**src/hw/hpr_regs.svh**
```systemverilog
// What this block does
// - nonremovable mask bit one marks fixed device
// - bits 3..1 map ports, others reserved
// - report nonremovable status of active ports
// - internal default uses fixed device straps
// - self-powered disable mask bit one disables
// - disabled port never enabled nor enumerated
// - any combination; report count, renumber contiguously
// - bus-powered disable mask, same encoding
// - internal default uses port off straps
// - strap nonremovable port forces compound report
// - standard mode renumbers ports above disabled ones
`ifndef HPR_REGS_SVH
`define HPR_REGS_SVH

// ----------------------------------------
// register indices, byte address is index times four
// ----------------------------------------
`define HPR_IDX_NONREM 8'he7
`define HPR_IDX_DIS_SP 8'he8
`define HPR_IDX_DIS_BP 8'he9
`define HPR_IDX_CTRL 8'hf0
`define HPR_IDX_STATUS 8'hf1
`define HPR_IDX_PORTNUM 8'hf2

// ----------------------------------------
// address decode fields
// ----------------------------------------
`define HPR_IDX_LSB 2
`define HPR_IDX_MSB 9
`define HPR_ADDR_HI_LSB 10

// ----------------------------------------
// synchronised pin fields
// ----------------------------------------
`define HPR_PIN_FIXED_LSB 0
`define HPR_PIN_FIXED_MSB 1
`define HPR_PIN_OFF_LSB 2
`define HPR_PIN_OFF_MSB 3
`define HPR_PIN_BUSPWR 4

// ----------------------------------------
// mask fields and reset values
// ----------------------------------------
`define HPR_PORT_LSB 1
`define HPR_PORT_MSB 3
`define HPR_BYTE_MSB 7
`define HPR_MASK_RESET 8'h00
`define HPR_CTRL_RESET 8'h00

// ----------------------------------------
// control bits
// ----------------------------------------
`define HPR_CTRL_STRAP 0
`define HPR_CTRL_RENUM 1
`define HPR_CTRL_COMPOUND 2
`define HPR_CTRL_MSB 2

// ----------------------------------------
// status fields
// ----------------------------------------
`define HPR_ST_ACTIVE_LSB 0
`define HPR_ST_NONREM_LSB 4
`define HPR_ST_COUNT_LSB 8
`define HPR_ST_COMPOUND 12
`define HPR_ST_BUSPWR 13
`define HPR_ST_STRAP 14

// ----------------------------------------
// port number fields
// ----------------------------------------
`define HPR_NUM1_LSB 0
`define HPR_NUM2_LSB 2
`define HPR_NUM3_LSB 4

// ----------------------------------------
// bus encodings
// ----------------------------------------
`define HPR_HSIZE_WORD 3'h2
`define HPR_HRESP_OKAY 1'h0

`endif

```
**src/hw/hpr_pkg.sv**
```systemverilog
package hpr_pkg;
	// one bit per physical port, bit 0 is port 1
	typedef logic [2:0] hpr_ports_t;
	typedef logic [1:0] hpr_num_t;

	typedef enum logic {
		HPR_PWR_SELF,
		HPR_PWR_BUS
	} hpr_pwr_t;

	typedef enum logic [1:0] {
		HPR_BUS_IDLE,
		HPR_BUS_DATA,
		HPR_BUS_DONE
	} hpr_bus_st_t;

	typedef struct packed {
		hpr_ports_t active;
		hpr_ports_t nonrem;
		hpr_num_t count;
		hpr_num_t num3;
		hpr_num_t num2;
		hpr_num_t num1;
		logic compound;
	} hpr_view_t;

	typedef struct packed {
		logic [7:0] idx;
		logic hit;
		logic write;
		logic word;
	} hpr_req_t;
endpackage : hpr_pkg

```
**src/hw/hpr_renum.sv**
```systemverilog
`timescale 1ns/1ps
module hpr_renum
	import hpr_pkg::*;
(
	// disabled ports and numbering mode
	input wire hpr_ports_t disabled_in,
	input wire logic renumber_in,
	// numbering seen by the host
	output hpr_num_t num1_out,
	output hpr_num_t num2_out,
	output hpr_num_t num3_out,
	output hpr_num_t count_out
);
	wire hpr_ports_t avail = ~disabled_in;
	wire hpr_num_t below2 = {1'h0, avail[0]};
	wire hpr_num_t below3 = hpr_num_t'({1'h0, avail[0]} + {1'h0, avail[1]});

	// disabled ports get number zero so the host never sees them
	// standard mode closes gaps left by lower disabled ports
	assign num1_out = avail[0] ? 2'h1 : 2'h0;
	assign num2_out = !avail[1] ? 2'h0 : renumber_in ? 2'h2 :
		hpr_num_t'(below2 + 2'h1);
	assign num3_out = !avail[2] ? 2'h0 : renumber_in ? 2'h3 :
		hpr_num_t'(below3 + 2'h1);
	// any combination is legal; the count is what the host is told
	assign count_out = hpr_num_t'(below3 + {1'h0, avail[2]});
endmodule : hpr_renum

```
**src/hw/hpr_cfg.sv**
```systemverilog
// Implementation choice: the AHB-Lite slave port.
`timescale 1ns/1ps
`include "hpr_regs.svh"
module hpr_cfg
	import hpr_pkg::*;
(
	// clock, reset, enable
	input wire logic clk_in,
	input wire logic rstn_in,
	input wire logic ce_in,
	// ahb-lite slave
	input wire logic hsel_in,
	input wire logic [31:0] haddr_in,
	input wire logic [1:0] htrans_in,
	input wire logic hwrite_in,
	input wire logic [2:0] hsize_in,
	input wire logic [31:0] hwdata_in,
	input wire logic hready_in,
	output logic hreadyout_out,
	output logic [31:0] hrdata_out,
	output logic hresp_out,
	// strap and power pins
	input wire logic [1:0] fixed_device_strap_in,
	input wire logic [1:0] port_off_strap_in,
	input wire logic bus_powered_in,
	// port view towards the hub core
	output hpr_ports_t port_active_out,
	output hpr_ports_t port_nonrem_out,
	output hpr_num_t port_count_out,
	output hpr_num_t port1_num_out,
	output hpr_num_t port2_num_out,
	output hpr_num_t port3_num_out,
	output logic compound_out
);

	// ----------------------------------------
	// functions
	// ----------------------------------------

	// strap code n picks physical port n, zero picks none
	function automatic hpr_ports_t strap_to_ports(input logic [1:0] code);
		hpr_ports_t m;
		m = '0;
		if (code != 2'h0) begin
			m[code - 2'h1] = 1'h1;
		end
		return m;
	endfunction : strap_to_ports

	// only bits 3..1 carry ports
	function automatic hpr_ports_t port_field(input logic [7:0] b);
		return b[`HPR_PORT_MSB:`HPR_PORT_LSB];
	endfunction : port_field

	// reserved bits are dropped on write and read back zero
	function automatic logic [7:0] keep_ports(input logic [7:0] b);
		logic [7:0] r;
		r = '0;
		r[`HPR_PORT_MSB:`HPR_PORT_LSB] = b[`HPR_PORT_MSB:`HPR_PORT_LSB];
		return r;
	endfunction : keep_ports

	// byte registers read back in the low byte of the word
	function automatic logic [31:0] reg_word(input logic [7:0] b);
		return {24'h000000, b};
	endfunction : reg_word

	// control bits above the compound select are reserved and read zero
	function automatic logic [7:0] keep_ctrl(input logic [7:0] b);
		logic [7:0] r;
		r = '0;
		r[`HPR_CTRL_MSB:0] = b[`HPR_CTRL_MSB:0];
		return r;
	endfunction : keep_ctrl

	// ----------------------------------------
	// pin synchronisers
	// ----------------------------------------

	// pins are outside the clock domain; only the second stage is read
	logic [4:0] pin_meta_q;
	logic [4:0] pin_sync_q;

	always_ff @(posedge clk_in or negedge rstn_in) begin
		if (!rstn_in) begin
			pin_meta_q <= '0;
			pin_sync_q <= '0;
		end else if (ce_in) begin
			pin_meta_q <= {bus_powered_in, port_off_strap_in, fixed_device_strap_in};
			pin_sync_q <= pin_meta_q;
		end
	end

	wire logic [1:0] fixed_strap = pin_sync_q[`HPR_PIN_FIXED_MSB:`HPR_PIN_FIXED_LSB];
	wire logic [1:0] off_strap = pin_sync_q[`HPR_PIN_OFF_MSB:`HPR_PIN_OFF_LSB];
	wire hpr_pwr_t pwr_mode = pin_sync_q[`HPR_PIN_BUSPWR] ? HPR_PWR_BUS : HPR_PWR_SELF;

	// ----------------------------------------
	// registers
	// ----------------------------------------

	logic [7:0] nonremovable_port_mask_q;
	logic [7:0] selfpowered_port_disable_mask_q;
	logic [7:0] buspowered_port_disable_mask_q;
	logic [7:0] ctrl_q;

	wire logic use_straps = ctrl_q[`HPR_CTRL_STRAP];
	wire logic renum_sel = ctrl_q[`HPR_CTRL_RENUM];
	wire logic compound_cfg = ctrl_q[`HPR_CTRL_COMPOUND];

	// ----------------------------------------
	// ahb-lite address phase
	// ----------------------------------------

	hpr_bus_st_t bus_q;
	hpr_bus_st_t bus_d;
	hpr_req_t req_q;
	hpr_req_t req_d;

	// a new address phase is only taken while the bus says ready
	wire logic take = hsel_in && htrans_in[1] && hready_in;
	wire logic addr_hi_zero = (haddr_in[31:`HPR_ADDR_HI_LSB] == '0);
	wire logic addr_aligned = (haddr_in[1:0] == 2'h0);

	always_comb begin
		req_d.idx = haddr_in[`HPR_IDX_MSB:`HPR_IDX_LSB];
		req_d.hit = addr_hi_zero && addr_aligned;
		req_d.write = hwrite_in;
		req_d.word = (hsize_in == `HPR_HSIZE_WORD);
	end

	// ----------------------------------------
	// data phase decode
	// ----------------------------------------

	// one wait state: read data is built after earlier writes settle
	wire logic in_data = (bus_q == HPR_BUS_DATA);
	wire logic wr_ok = in_data && req_q.hit && req_q.write && req_q.word;
	wire logic wr_nonrem = wr_ok && (req_q.idx == `HPR_IDX_NONREM);
	wire logic wr_dis_sp = wr_ok && (req_q.idx == `HPR_IDX_DIS_SP);
	wire logic wr_dis_bp = wr_ok && (req_q.idx == `HPR_IDX_DIS_BP);
	wire logic wr_ctrl = wr_ok && (req_q.idx == `HPR_IDX_CTRL);
	wire logic rd_ok = in_data && req_q.hit && !req_q.write;

	always_comb begin
		bus_d = bus_q;
		unique case (bus_q)
			HPR_BUS_IDLE: begin
				if (take) begin
					bus_d = HPR_BUS_DATA;
				end
			end
			HPR_BUS_DATA: begin
				bus_d = HPR_BUS_DONE;
			end
			HPR_BUS_DONE: begin
				bus_d = take ? HPR_BUS_DATA : HPR_BUS_IDLE;
			end
		endcase
	end

	// ----------------------------------------
	// effective port masks
	// ----------------------------------------

	// straps stand in for the mask bytes under the internal default
	wire hpr_ports_t nonrem_src = use_straps ? strap_to_ports(fixed_strap) :
		port_field(nonremovable_port_mask_q);

	// one mask per powering mode
	wire hpr_ports_t dis_mask = (pwr_mode == HPR_PWR_BUS) ?
		port_field(buspowered_port_disable_mask_q) :
		port_field(selfpowered_port_disable_mask_q);

	// a one disables the port, a zero leaves it available
	wire hpr_ports_t dis_src = use_straps ? strap_to_ports(off_strap) : dis_mask;
	wire hpr_ports_t active = ~dis_src;

	// the hub reports nonremovable only for active ports
	wire hpr_ports_t nonrem_rep = nonrem_src & active;

	// strap setup with any fixed device implies a compound hub
	wire logic compound = use_straps ? (nonrem_src != '0) : compound_cfg;

	hpr_num_t num1;
	hpr_num_t num2;
	hpr_num_t num3;
	hpr_num_t count;

	hpr_renum u_renum (
		.disabled_in(dis_src),
		.renumber_in(renum_sel),
		.num1_out(num1),
		.num2_out(num2),
		.num3_out(num3),
		.count_out(count)
	);

	// ----------------------------------------
	// read data
	// ----------------------------------------

	// status fields sit at fixed positions so software can mask them
	logic [31:0] status_word;
	logic [31:0] num_word;

	always_comb begin
		status_word = '0;
		status_word[`HPR_ST_ACTIVE_LSB +: $bits(hpr_ports_t)] = active;
		status_word[`HPR_ST_NONREM_LSB +: $bits(hpr_ports_t)] = nonrem_rep;
		status_word[`HPR_ST_COUNT_LSB +: $bits(hpr_num_t)] = count;
		status_word[`HPR_ST_COMPOUND] = compound;
		status_word[`HPR_ST_BUSPWR] = (pwr_mode == HPR_PWR_BUS);
		status_word[`HPR_ST_STRAP] = use_straps;
	end

	always_comb begin
		num_word = '0;
		num_word[`HPR_NUM1_LSB +: $bits(hpr_num_t)] = num1;
		num_word[`HPR_NUM2_LSB +: $bits(hpr_num_t)] = num2;
		num_word[`HPR_NUM3_LSB +: $bits(hpr_num_t)] = num3;
	end

	logic [31:0] rd_word;

	always_comb begin
		rd_word = '0;
		if (rd_ok) begin
			unique case (req_q.idx)
				`HPR_IDX_NONREM: rd_word = reg_word(nonremovable_port_mask_q);
				`HPR_IDX_DIS_SP: rd_word = reg_word(selfpowered_port_disable_mask_q);
				`HPR_IDX_DIS_BP: rd_word = reg_word(buspowered_port_disable_mask_q);
				`HPR_IDX_CTRL: rd_word = reg_word(ctrl_q);
				`HPR_IDX_STATUS: rd_word = status_word;
				`HPR_IDX_PORTNUM: rd_word = num_word;
				default: rd_word = '0;
			endcase
		end
	end

	// ----------------------------------------
	// bus flops
	// ----------------------------------------

	// state and the captured address phase
	always_ff @(posedge clk_in or negedge rstn_in) begin
		if (!rstn_in) begin
			bus_q <= HPR_BUS_IDLE;
			req_q <= '0;
		end else if (ce_in) begin
			bus_q <= bus_d;
			if (bus_d == HPR_BUS_DATA) begin
				req_q <= req_d;
			end
		end
	end

	// ready drops for the single wait state only
	always_ff @(posedge clk_in or negedge rstn_in) begin
		if (!rstn_in) begin
			hreadyout_out <= 1'h1;
		end else if (ce_in) begin
			hreadyout_out <= (bus_d != HPR_BUS_DATA);
		end
	end

	// read data stands until the next data phase
	always_ff @(posedge clk_in or negedge rstn_in) begin
		if (!rstn_in) begin
			hrdata_out <= '0;
		end else if (ce_in && in_data) begin
			hrdata_out <= rd_word;
		end
	end

	// refused accesses are dropped quietly, so no error response exists
	always_ff @(posedge clk_in or negedge rstn_in) begin
		if (!rstn_in) begin
			hresp_out <= `HPR_HRESP_OKAY;
		end else if (ce_in) begin
			hresp_out <= `HPR_HRESP_OKAY;
		end
	end

	// ----------------------------------------
	// register writes
	// ----------------------------------------

	// bits 3..1 of the fixed device mask are left to firmware
	always_ff @(posedge clk_in or negedge rstn_in) begin
		if (!rstn_in) begin
			nonremovable_port_mask_q <= `HPR_MASK_RESET;
		end else if (ce_in && wr_nonrem) begin
			nonremovable_port_mask_q <= keep_ports(hwdata_in[`HPR_BYTE_MSB:0]);
		end
	end

	always_ff @(posedge clk_in or negedge rstn_in) begin
		if (!rstn_in) begin
			selfpowered_port_disable_mask_q <= `HPR_MASK_RESET;
		end else if (ce_in && wr_dis_sp) begin
			selfpowered_port_disable_mask_q <= keep_ports(hwdata_in[`HPR_BYTE_MSB:0]);
		end
	end

	always_ff @(posedge clk_in or negedge rstn_in) begin
		if (!rstn_in) begin
			buspowered_port_disable_mask_q <= `HPR_MASK_RESET;
		end else if (ce_in && wr_dis_bp) begin
			buspowered_port_disable_mask_q <= keep_ports(hwdata_in[`HPR_BYTE_MSB:0]);
		end
	end

	// reserved control bits are not stored
	always_ff @(posedge clk_in or negedge rstn_in) begin
		if (!rstn_in) begin
			ctrl_q <= `HPR_CTRL_RESET;
		end else if (ce_in && wr_ctrl) begin
			ctrl_q <= keep_ctrl(hwdata_in[`HPR_BYTE_MSB:0]);
		end
	end

	// ----------------------------------------
	// port view outputs
	// ----------------------------------------

	// disabled ports drop out of the view for as long as the mask holds
	always_ff @(posedge clk_in or negedge rstn_in) begin
		if (!rstn_in) begin
			port_active_out <= '0;
			port_nonrem_out <= '0;
			port_count_out <= '0;
			port1_num_out <= '0;
			port2_num_out <= '0;
			port3_num_out <= '0;
			compound_out <= 1'h0;
		end else if (ce_in) begin
			port_active_out <= active;
			port_nonrem_out <= nonrem_rep;
			port_count_out <= count;
			port1_num_out <= num1;
			port2_num_out <= num2;
			port3_num_out <= num3;
			compound_out <= compound;
		end
	end
endmodule : hpr_cfg

```
**config.mk**
```make
export PLATFORM = sky130hd
export DESIGN_NAME = hpr_cfg
export DESIGN_NICKNAME = d
export VERILOG_FILES = /design/src/hw/hpr_pkg.sv /design/src/hw/hpr_renum.sv /design/src/hw/hpr_cfg.sv
export VERILOG_INCLUDE_DIRS = /design/src /design/src/hw
export SDC_FILE = /design/constraint.sdc
export NUM_CORES = 1
export LEC_CHECK = 0
export BUFFER_PORTS_ARGS = -buffer_cell sky130_fd_sc_hd__buf_2
export CAP_MARGIN = 30
export CORE_ASPECT_RATIO = 0.8
export CORE_MARGIN = 1.5
export CORE_UTILIZATION = 50
export CTS_BUF_LIST = sky130_fd_sc_hd__clkbuf_4
export DETAILED_ROUTE_END_ITERATION = 8
export PLACE_DENSITY = 0.9
export SLEW_MARGIN = 20
export SYNTH_ARGS = -nofsm -noshare
export SYNTH_HDL_FRONTEND = slang
export SYNTH_SLANG_ARGS = --single-unit
```
**constraint.sdc**
```tcl
create_clock -name clk_in -period 2.8 [get_ports clk_in]
set_clock_uncertainty 0.05 [all_clocks]
set_input_delay 0.14 -clock clk_in [delete_from_list [all_inputs] [get_ports clk_in]]
set_output_delay 0.14 -clock clk_in [all_outputs]
set_load 0.02 [all_outputs]
```
==> impl_results.rst <==
.. list-table::
   :header-rows: 1

   * - Metric
     - Value
   * - Number of antenna violations at the first check in global routing
     - 0
   * - Startpoint class of the critical path
     - input port
   * - Total Nets Final
     - ~460
   * - Internal power
     - about 1600 uW
   * - Ordered cell list for the critical path
     - dlygate4sd3_1 -> buf_2 -> nor4_1 -> dlygate4sd3_1 -> nand2_1 -> dlygate4sd3_1 -> o31ai_1 -> dlygate4sd3_1
   * - Critical Path Most Common Cell
     - sky130_fd_sc_hd__dlygate4sd3_1
   * - Terminus of the critical flop-to-flop path
     - req_q[2]
   * - Count of flip-flops with a built-in enable after synthesis
     - 0
   * - Static leakage
     - approximately 0.0018 uW
   * - Part of the power in registers
     - 49.6%
   * - Die footprint
     - roughly 6700 sq um
   * - Arrival time of data at the critical path endpoint
     - ~3 ns
   * - Synthesized netlist cell count
     - around 270
   * - Final setup violation count
     - 0
   * - Final routed wire length divided by cell count
     - between 15 and 20 um
   * - Non-filler cells, final
     - between 400 and 500
   * - Cell taking the most area after synthesis
     - sky130_fd_sc_hd__dfrtp_1
   * - Share of post-route cells with drive strength above 1
     - between 40% and 50%
   * - Detailed Place HPWL
     - between 5 and 6 mm
   * - Maxcap violations
     - 0
   * - Net load switching power
     - around 730 uW
   * - Setup total negative slack
     - 0 ns
   * - Clock transition at the register clock pins on the worst setup and hold paths after CTS
     - roughly 0.1 ns
   * - Height of the die
     - ~74 um
   * - Number of ports placed on the die boundary
     - about 130
   * - Instance count on the critical path
     - 8
   * - Final routed DRC violation total
     - 0
   * - Required time worst endpoint
     - 3.09 ns
   * - Worst-path maximum fanout
     - 1
   * - CP Buf/Inv Count
     - 5
   * - Routability Congestion
     - 0.868
   * - Least-Margin Pin Slew
     - 0.712 ns
   * - Worst skew pair latency
     - around 0.4 ns
   * - Vias/cell
     - 5.33
   * - Mean area per synthesized cell
     - 11.5 sq um
   * - Power density relative to cell area
     - ~600 nW/um^2
   * - CTS Buf Count
     - 9
   * - Total detailed-routing wirelength
     - 7.11 mm
   * - Fraction of power consumed by the clock network
     - between 20 and 30%
   * - Hold Vio Cnt, Final
     - 0
   * - Cell area after synthesis
     - around 3100 sq um
   * - Worst hold path class
     - input port to register
   * - Buffers added on ports
     - 77
   * - Initial Util
     - 52.3%
   * - Final Cycle Share
     - roughly 94%
   * - Core ar.
     - roughly 6000 sq um
   * - FMAX
     - approximately 380 MHz
   * - Via total after detailed routing
     - roughly 2500
   * - Max Buffers Root-to-Sink
     - 2
   * - Maximum single-stage delay on the critical path
     - approximately 0.59 ns
   * - Post-layout min period
     - between 2 and 3 ns
   * - Total number of clock tree sinks
     - just over 60
   * - Total grt overflow
     - 0
   * - Setup repair after global routing missed its margin
     - no
   * - Number of max-slew violations in the final report
     - 0
   * - Number of warnings printed during yosys synthesis
     - 0
   * - Detailed Route Iter0 Violations
     - ~230
   * - Worst-path cell with the longest stage delay
     - sky130_fd_sc_hd__dlygate4sd3_1
   * - Area Overhead vs Synth
     - 25.3%
   * - Dominant register cell in the synthesized netlist
     - sky130_fd_sc_hd__dfrtp_1
   * - Width of the die
     - around 90 um
   * - Critical path destination
     - req_q[2]
   * - Status
     - finished, final reports clean
   * - Distinct cell type count of the synthesized netlist
     - 56
   * - Kind of cell adding the most delay to the critical path
     - buffers and inverters
   * - Fillers
     - roughly 470
   * - Footprint of the multi-input gates
     - roughly 1400 sq um
   * - Storage element area
     - around 1500 sq um
   * - Startpoint of the worst-slack reg-to-reg timing path
     - bus_q[0]
   * - H-tree levels
     - 3
   * - Start-to-end type of the worst setup path
     - input port to register
   * - Switching share of power
     - a little under a third
   * - Num rows
     - 25
   * - CTS tree
     - built
   * - Kind of end point of the critical path
     - register
   * - Fraction of power consumed by combinational cells
     - between 20 and 25%
   * - Number of optimization iterations in the first detailed-route pass
     - 4
   * - Dominant cells by area after synthesis
     - sky130_fd_sc_hd__dfrtp_1 (48%), sky130_fd_sc_hd__mux2_2 (14%), sky130_fd_sc_hd__buf_4 (5.5%), sky130_fd_sc_hd__nor2_1 (2.0%), sky130_fd_sc_hd__mux2i_1 (1.9%)
   * - CTS root buffer
     - sky130_fd_sc_hd__clkbuf_4
   * - Wire length of the first global-routing pass
     - between 10 and 15 mm
   * - Proportion of register bits with asynchronous set or reset after synthesis
     - 100%
   * - Quantity of gates resized following cts
     - 0
   * - GRT Resource Usage Total
     - between 20% and 30%
   * - Yosys reg bits
     - slightly above 60
   * - Vias in the first global route
     - ~2300
   * - Setup slack of the most critical reg-to-reg path
     - approximately 0.55 ns
   * - Worst Reg-to-Reg Cells
     - 6
   * - Max-slew headroom at the worst pin
     - a little over half
   * - Worst VDD drop
     - 0.000591 V
   * - Share of the synthesized area in the top cell type
     - 48.0%
   * - Largest net degree at the start of global routing
     - 42
   * - Placed cells
     - 423
   * - Post-synthesis sequential area ratio
     - 48.9%
   * - Antenna fix cells
     - 0
   * - Routed Antenna Nets
     - 0
   * - Worst setup path start
     - haddr_in[21]
-- worst min-delay path: stages --
cell,delay [ns]
sky130_fd_sc_hd__buf_2,0.12
sky130_fd_sc_hd__a41oi_1,0.15
sky130_fd_sc_hd__a31oi_1,0.06
-- cell families after synthesis --
kind of cell               count (synthesis)  synth area share (%)
muxes                                     48                  17.8
xor gates and xnor gates                   1                 0.280
and+or+nand+nor                           70                  13.1
buffers and inverters                     41                  8.00
DFF                                       61                  48.9
AOI/OAI and AO/OA                         46                  10.0
adders and majority gates                  4                  1.84
other                                      1                 0.120
-- flip-flops by register name (all words and copies together), names as in the netlist, 3 cells and up --
| register | cells |
|---|---|
| pin_sync_q | 5 |
| ctrl_q | 3 |
| hrdata_out | 12 |
| buspowered_port_disable_mask_q | 3 |
| req_q | 11 |
| port_active_out | 3 |
| port_nonrem_out | 3 |
| selfpowered_port_disable_mask_q | 3 |
| pin_meta_q | 5 |
| nonremovable_port_mask_q | 3 |
-- layer usage --
layer / track usage (%) / vias to the layer above / part of all wire [%]
met3: 5.49 / 16 / 5.7
met4: 10.1 / 0 / 2.1
met2: 36.8 / 105 / 49
li1: - / 1153 / -
met1: 29.1 / 1200 / 43
met5: 0 / - / 0
-- repair_timing --
item                                   CTS  global route
hold buffers                            25             0
endpoints found under the hold margin   48             0
setup buffers                            0             0
-- layout by cell type, fill, tap and decap left out, types with 3 or more instances in the layout --
master,n
sky130_fd_sc_hd__mux2_2,38
sky130_fd_sc_hd__conb_1,22
sky130_fd_sc_hd__buf_4,6
sky130_fd_sc_hd__o21ai_0,7
sky130_fd_sc_hd__nor2_1,17
sky130_fd_sc_hd__a21oi_1,11
sky130_fd_sc_hd__a211oi_1,3
sky130_fd_sc_hd__nand2b_1,6
sky130_fd_sc_hd__nor3_1,3
sky130_fd_sc_hd__ha_1,3
sky130_fd_sc_hd__nand3_1,5
sky130_fd_sc_hd__nor4_1,7
sky130_fd_sc_hd__inv_1,6
sky130_fd_sc_hd__dfrtp_1,60
sky130_fd_sc_hd__dlygate4sd3_1,25
sky130_fd_sc_hd__a31oi_1,3
sky130_fd_sc_hd__mux2_4,3
sky130_fd_sc_hd__a22o_1,6
sky130_fd_sc_hd__buf_2,77
sky130_fd_sc_hd__mux2i_1,6
sky130_fd_sc_hd__nand2_1,14
sky130_fd_sc_hd__clkbuf_4,10
-- per-stage QoR --
step	hold WS, ns	instance area [sq um]	setup WS [ns]	power [uW]	util, %
final	0.0553	3920	0.168	2350	65.5
after global routing	0.0551	3920	0.100	2490	65.5
after CTS	0.0131	3920	0.280	2370	65.5
after detailed placement	0.0648	3510	0.677	1660	58.8
after global placement	0.0538	3510	0.768	1630	58.8
after floorplan	-0.206	3210	0.750	1530	-
-- power groups by stage --
stage | Sequential [uW] | Clock, uW | Combinational, uW
global placement | 1160 | 0 | 464
finish | 1170 | 672 | 513
CTS | 1160 | 692 | 513
detailed placement | 1180 | 0 | 487
floorplan | 1110 | 0 | 425
global route | 1180 | 737 | 566
-- layout make-up --
class                           instances  share of cell area (%)
Tap cell                               81                    2.59
Sequential cell                        61                    39.0
Timing Repair Buffer                  108                    17.4
Clock buffer                           10                    1.92
Multi-Input combinational cell        191                    36.5
Clock inverter                          6                    1.98
Inverter                                7                   0.671
-- worst min path at each step --
stage                  from  endpoint  slack (ns)  cells after the start
2_1_floorplan       rstn_in  bus_q[0]       -0.21                      0
3_3_place_gp        rstn_in  req_q[8]        0.05                      1
3_5_place_dp        rstn_in  req_q[6]        0.06                      1
4_1_cts        htrans_in[1]  bus_q[0]        0.01                      3
5_1_grt        htrans_in[1]  bus_q[0]        0.06                      3
6_report       htrans_in[1]  bus_q[0]        0.06                      3
-- synthesized netlist by cell type (5+ instances only) --
master                     count
sky130_fd_sc_hd__nand2_1      14
sky130_fd_sc_hd__nor4_1        7
sky130_fd_sc_hd__inv_1         6
sky130_fd_sc_hd__nor2_1       17
sky130_fd_sc_hd__a21oi_1      11
sky130_fd_sc_hd__mux2i_1       6
sky130_fd_sc_hd__buf_2         5
sky130_fd_sc_hd__nand2b_1      6
sky130_fd_sc_hd__a22o_1        6
sky130_fd_sc_hd__o21ai_0       7
sky130_fd_sc_hd__clkbuf_1      5
sky130_fd_sc_hd__nand3_1       5
sky130_fd_sc_hd__mux2_2       38
sky130_fd_sc_hd__buf_4        23
sky130_fd_sc_hd__dfrtp_1      60
Note: power is estimated with default switching activity, not from simulation.
